`config.mk`:
```
export PLATFORM = sky130hd
export DESIGN_NAME = pfs_status_class
export DESIGN_NICKNAME = d
export VERILOG_FILES = /design/src/pfs_pkg.sv /design/src/pfs_flag.sv /design/src/pfs_status_class.sv
export SDC_FILE = /design/constraint.sdc
export NUM_CORES = 1
export LEC_CHECK = 0
export ABC_AREA = 1
export BUFFER_PORTS_ARGS = -buffer_cell sky130_fd_sc_hd__buf_2
export CAP_MARGIN = 20
export CELL_PAD_IN_SITES_DETAIL_PLACEMENT = 1
export CELL_PAD_IN_SITES_GLOBAL_PLACEMENT = 2
export CORE_MARGIN = 2
export CORE_UTILIZATION = 16
export DETAILED_ROUTE_END_ITERATION = 16
export PLACE_DENSITY = 0.84
export SLEW_MARGIN = 15
export SYNTH_ARGS = -nofsm -noshare
export SYNTH_HDL_FRONTEND = slang
export SYNTH_SLANG_ARGS = --single-unit
```
`constraint.sdc`:
```
create_clock -name clk -period 1.95 [get_ports clk]
set_input_delay 0.2925 -clock clk [delete_from_list [all_inputs] [get_ports clk]]
set_output_delay 0.2925 -clock clk [all_outputs]
set_load 0.03 [all_outputs]
```
`src/pfs_pkg.sv`:
```
// Operation
// - writing one clears a status flag; writing zero leaves it alone
// - bit 15 sets on address or data parity error
// - bit 14 sets when system error signalled while enabled
// - bit 13 sets when our master cycle ends in master abort
// - bit 12 sets when our master cycle gets target abort
// - bit 11 sets when we end a transaction with target abort
// - bits 10:9 read medium select timing code 01
// - bit 8 sets on parity fault, we are master, parity response on
// - bits 7, 6, 5 read zero
// - bus clock at most 33 MHz, so double-speed flag stays zero
// - bit 4 reads one: capability chain present
// - interrupt line asserted only when pending and not disabled
// - interrupt disable never changes the pending bit
// - pending bit only for enabled interrupt conditions
// - bits 2 down to 0 read zero
// - class bits 31:24 read mass storage base category
// - class bits 23:16 read other mass storage subclass
// - class bits 15:8 read zero programming interface
// - class bits 7:0 read fixed silicon revision
// - command bit 8 enables the system fault driver
// - command bit 10 blocks interrupt line, resets to zero
package pfs_pkg;
  localparam logic [7:0]  PFS_OFS_STATUS = 8'h06;
  localparam logic [7:0]  PFS_OFS_CLASS  = 8'h08;
  localparam logic [15:0] PFS_STATUS_RST = 16'h0210;
  localparam int PFS_B_PAR   = 15;
  localparam int PFS_B_SYS   = 14;
  localparam int PFS_B_MAB   = 13;
  localparam int PFS_B_TABR  = 12;
  localparam int PFS_B_TABS  = 11;
  localparam int PFS_B_DPAR  = 8;
  localparam int PFS_B_INT   = 3;
  localparam int PFS_CMD_PERR = 6;
  localparam int PFS_CMD_SERR = 8;
  localparam int PFS_CMD_IDIS = 10;
  localparam logic [1:0]  PFS_DEVSEL_MED = 2'h1;
  localparam logic [7:0]  PFS_BASE_CAT   = 8'h01;
  localparam logic [7:0]  PFS_SUB_CAT    = 8'h80;
  localparam logic [7:0]  PFS_PROG_IF    = 8'h00;
  // clearable flag mask (bits 15..11, 8)
  localparam logic [15:0] PFS_RCU_MASK   = 16'hF900;
  // the six sticky fault events
  typedef struct packed {
    logic parity_fault;
    logic sys_fault;
    logic master_abort;
    logic tabort_rx;
    logic tabort_tx;
    logic data_par;
  } pfs_evt_t;
endpackage

```
`src/pfs_flag.sv`:
```
`timescale 1ns/1ps
module pfs_flag (
  input  wire logic clk,
  input  wire logic reset_n,
  input  wire logic ce,
  input  wire logic set_in,
  input  wire logic clr_in,
  output logic      flag_r
);
  logic flag_nxt;
  always_comb begin
    flag_nxt = flag_r;
    if (clr_in) begin
      flag_nxt = 1'b0;
    end
    // set wins
    if (set_in) begin
      flag_nxt = 1'b1;
    end
  end
  always_ff @(posedge clk) begin
    if (!reset_n) begin
      flag_r <= 1'b0;
    end else if (ce) begin
      flag_r <= flag_nxt;
    end
  end
endmodule

```
`src/pfs_status_class.sv`:
```
`timescale 1ns/1ps
module pfs_status_class
  import pfs_pkg::*;
#(
  parameter logic [7:0] SILICON_REV = 8'h00  // arbitrary value
) (
  input  wire logic        clk,
  input  wire logic        reset_n,
  input  wire logic        ce,
  input  wire logic        cfg_wr,
  input  wire logic        cfg_rd,
  input  wire logic [7:0]  cfg_addr,
  input  wire logic [3:0]  cfg_be,
  input  wire logic [31:0] cfg_wdata,
  input  wire logic [15:0] command,
  input  wire pfs_evt_t    evt,
  input  wire logic        perr_seen,
  input  wire logic        we_are_master,
  input  wire logic        addr_parity_err,
  input  wire logic        int_cond,
  input  wire logic        int_cond_en,
  output logic [31:0]      cfg_rdata,
  output logic             cfg_rvalid,
  output logic             int_out_n,
  output logic             serr_oe
);
  //////////////////////////////////////////////////////////////////////
  function automatic logic hit(input logic [7:0] a, input logic [7:0] o);
    hit = (a[7:2] == o[7:2]);
  endfunction

  logic [15:0] clr;
  logic [15:0] setv;
  // per-bit drivers from the generate loop, so a net rather than a variable
  wire  logic [15:0] flags;
  logic        int_pend_r;
  logic        int_pend_nxt;
  logic [31:0] rdata_nxt;
  logic        int_n_nxt;
  logic        serr_nxt;
  logic        sys_event;
  logic [15:0] status_word;

  always_comb begin
    clr = 16'h0000;
    // one clears flag; fixed bits ignore writes
    if (cfg_wr && hit(cfg_addr, PFS_OFS_STATUS)) begin
      clr = cfg_wdata[31:16] & {{8{cfg_be[3]}}, {8{cfg_be[2]}}} & PFS_RCU_MASK;
    end
  end

  // system fault driver gated by enable
  assign sys_event = addr_parity_err && command[PFS_CMD_SERR];

  always_comb begin
    setv = 16'h0000;
    setv[PFS_B_PAR]  = evt.parity_fault || addr_parity_err;
    setv[PFS_B_SYS]  = (evt.sys_fault && command[PFS_CMD_SERR]) || sys_event;
    setv[PFS_B_MAB]  = evt.master_abort;
    setv[PFS_B_TABR] = evt.tabort_rx;
    setv[PFS_B_TABS] = evt.tabort_tx;
    setv[PFS_B_DPAR] = (evt.data_par || perr_seen) && we_are_master
                       && command[PFS_CMD_PERR];
  end

  genvar g;
  generate
    for (g = 0; g < 16; g++) begin : g_flag
      if (PFS_RCU_MASK[g]) begin : g_on
        pfs_flag u_flag (
          .clk     (clk),
          .reset_n (reset_n),
          .ce      (ce),
          .set_in  (setv[g]),
          .clr_in  (clr[g]),
          .flag_r  (flags[g])
        );
      end else begin : g_off
        assign flags[g] = 1'b0;
      end
    end
  endgenerate

  //////////////////////////////////////////////////////////////////////
  always_comb begin
    // only enabled conditions; disable bit not consulted
    int_pend_nxt = int_cond && int_cond_en;
  end

  always_comb begin
    status_word = flags & PFS_RCU_MASK;
    status_word[10:9] = PFS_DEVSEL_MED;
    status_word[7:0] = PFS_STATUS_RST[7:0];
    status_word[PFS_B_INT] = int_pend_r;
  end

  always_comb begin
    rdata_nxt = 32'h0000_0000;
    if (cfg_rd && hit(cfg_addr, PFS_OFS_STATUS)) begin
      rdata_nxt = {status_word, command & 16'h0000};
    end else if (cfg_rd && hit(cfg_addr, PFS_OFS_CLASS)) begin
      rdata_nxt = {PFS_BASE_CAT, PFS_SUB_CAT, PFS_PROG_IF, SILICON_REV};
    end
    int_n_nxt = !(int_pend_nxt && !command[PFS_CMD_IDIS]);
    serr_nxt  = sys_event;
  end

  always_ff @(posedge clk) begin
    if (!reset_n) begin
      int_pend_r <= 1'b0;
      cfg_rdata  <= 32'h0000_0000;
      cfg_rvalid <= 1'b0;
      int_out_n  <= 1'b1;
      serr_oe    <= 1'b0;
    end else if (ce) begin
      int_pend_r <= int_pend_nxt;
      cfg_rdata  <= rdata_nxt;
      cfg_rvalid <= cfg_rd;
      int_out_n  <= int_n_nxt;
      serr_oe    <= serr_nxt;
    end
  end
endmodule

```
==> metrics <==
GP Congestion 0.721; Setup WS pre-CTS 0.615 ns; vias in the first global route 903; count of final max-slew check failures 0; crit path cell chain buf_2; Synth cell types 20; worst hold path type in2reg; Warnings, synthesis 0; initial antenna violation count 0; post-synth top area cell dfxtp_1; Initial Util 16.6%; CTS tree built; Die X 82.6 um; post-CTS resize count 0; CTS Buffer Depth 2; layout cells sized above 1 30.1%; Num CTS Buffers 3; # DRC 0; Rows 28; MaxCap Viol Count 0; sequential fraction of the synthesis area 38.5%; crit end category primary output; die height 82.6 um; average wire per standard cell 10.4 um; H-tree levels 1; Skew-Pair Late Insertion Delay 0.25 ns; top routing layer in use met4; CP max FO 3; CTS clock-pin slew for the worst setup and hold paths 0.07 ns; met2 wire len 1350 um; Tcrit/Tclk final 55.8%; total setup buffers inserted after CTS 0; initial DRC count 29; final wirelength 2620 um; final hold viol count 0; delay-heaviest family, CP flip-flops; Slowest cell on crit path dfxtp_1; fillers 753; TritonRoute pass-1 iters 4; CP Launch Type register; Clock Sinks 19; M1 wire length 1040 um; Setup CP Type reg2out; required time worst endpoint 1.66 ns; n_diodes 0; Post-Syn Area 988 um^2; Peak VDD IR 0.244 mV; hpwl dp 2090 um; largest net degree at the start of global routing 18; Critical Path AT 0.80 ns; final net count 253; Avg Inst Size Synth 7.38 um^2; Vias 939; I/O pins 111; Tot Pwr 0.000826 W; Syn Inst Count 134; Clock Tree Root clkbuf_8; Yosys top cell area share 38.5%; Final Util 20.5%; Vias per Instance 3.74; Overflow after GRT 0; Bufs and invs on worst path 1; Clock Skews 0.000763 ns; FMAX 918 MHz; pwr/cell area 675 mW/mm^2; status complete, no violations; DR WL met3 221 um; gr usage total 8.17%; CORE AREA 0.00596 mm^2; Syn-to-layout area delta 23.8%; Final ANT Viol Nets 0; Tmin final 1.09 ns; die area 0.00682 mm^2; RSZ-0062 raised after global routing no; most common library cell in the layout ignoring fill and taps buf_2; hold buffer count at cts 0; Synth Register Bits 19; Setup violations, final 0; number of port buffers 44; final worst slack 0.861 ns; global-route wire length before repair 4130 um; slowest stage delay, CP 0.34 ns; Worst Hold Slack 0.227 ns; Leakage 0.579 nW; setup TNS 0 ns; synth top area cells dfxtp_1, buf_4, a21oi_1; commonest cells after routing, fill and taps aside buf_2, nand2_1, conb_1
## Yosys cell counts
cell,count
buf_4,25
nand2_1,24
a21oi_1,19
dfxtp_1,19
nand3_1,14
nor2_1,10
inv_1,8
nor2_2,2
o21ai_0,2
buf_6,1
clkbuf_1,1
clkinv_1,1
conb_1,1
inv_2,1
nand2_2,1
nand3_2,1
nor2_4,1
o211ai_1,1
o21bai_1,1
o22ai_1,1
## metal layers
metal  GRT usage, %  vias up
li1               -      469
met1           8.89      424
met2           15.0       44
met3           2.93        2
met4           1.97        0
met5              0        -
## report_power, final
group	switching, W	leakage (nW)	internal (W)
Sequential	0.00000620	0.155	0.000400
Clock	0.000126	0.0228	0.000145
Combinational	0.000110	0.402	0.0000380
## cell type report
| cell class | count | area (um^2) | share of cell area [%] |
|---|---|---|---|
| Timing Repair Buffer | 44 | 220 | 18.0 |
| Multi-Input combinational cell | 99 | 447 | 36.5 |
| Sequential cell | 19 | 380 | 31.1 |
| Inverter | 10 | 37.5 | 3.07 |
| Tap cell | 75 | 93.8 | 7.67 |
| Clock buffer | 4 | 45.0 | 3.68 |
## registers in the layout, summed over array words and instances, names as in the netlist
register and count:
int_pend_r 1, int_out_n 1, serr_oe 1, cfg_rvalid 1, g_flag.g_on.u_flag.flag_r 6, cfg_rdata 9
## kinds of logic after synthesis
| family | count (synthesis) | share of synthesized area (%) |
|---|---|---|
| and+or+nand+nor | 53 | 24.1 |
| buffers and inverters | 37 | 24.3 |
| DFF | 19 | 38.5 |
| AOI/OAI and AO/OA | 24 | 12.8 |
| other | 1 | 0.379 |
## metrics by stage
stage,cell area (um^2),cells
final,1220,251
after detailed placement,1180,247
after floorplan,1070,155
after global placement,1180,247
after global routing,1220,251
after CTS,1220,251
## worst paths after layout
path,from,endpoint,slack [ns],cells past startpoint
hold / removal,reset_n,int_out_n,0.23,2
hold reg to reg,cfg_rdata[28],cfg_rdata[28],0.47,2
setup / recovery,cfg_rdata[25],cfg_rdata[20],0.86,1
setup reg to reg,cfg_rdata[24],cfg_rdata[24],1.30,2
No activity file was read; power rests on OpenSTA's default activity.
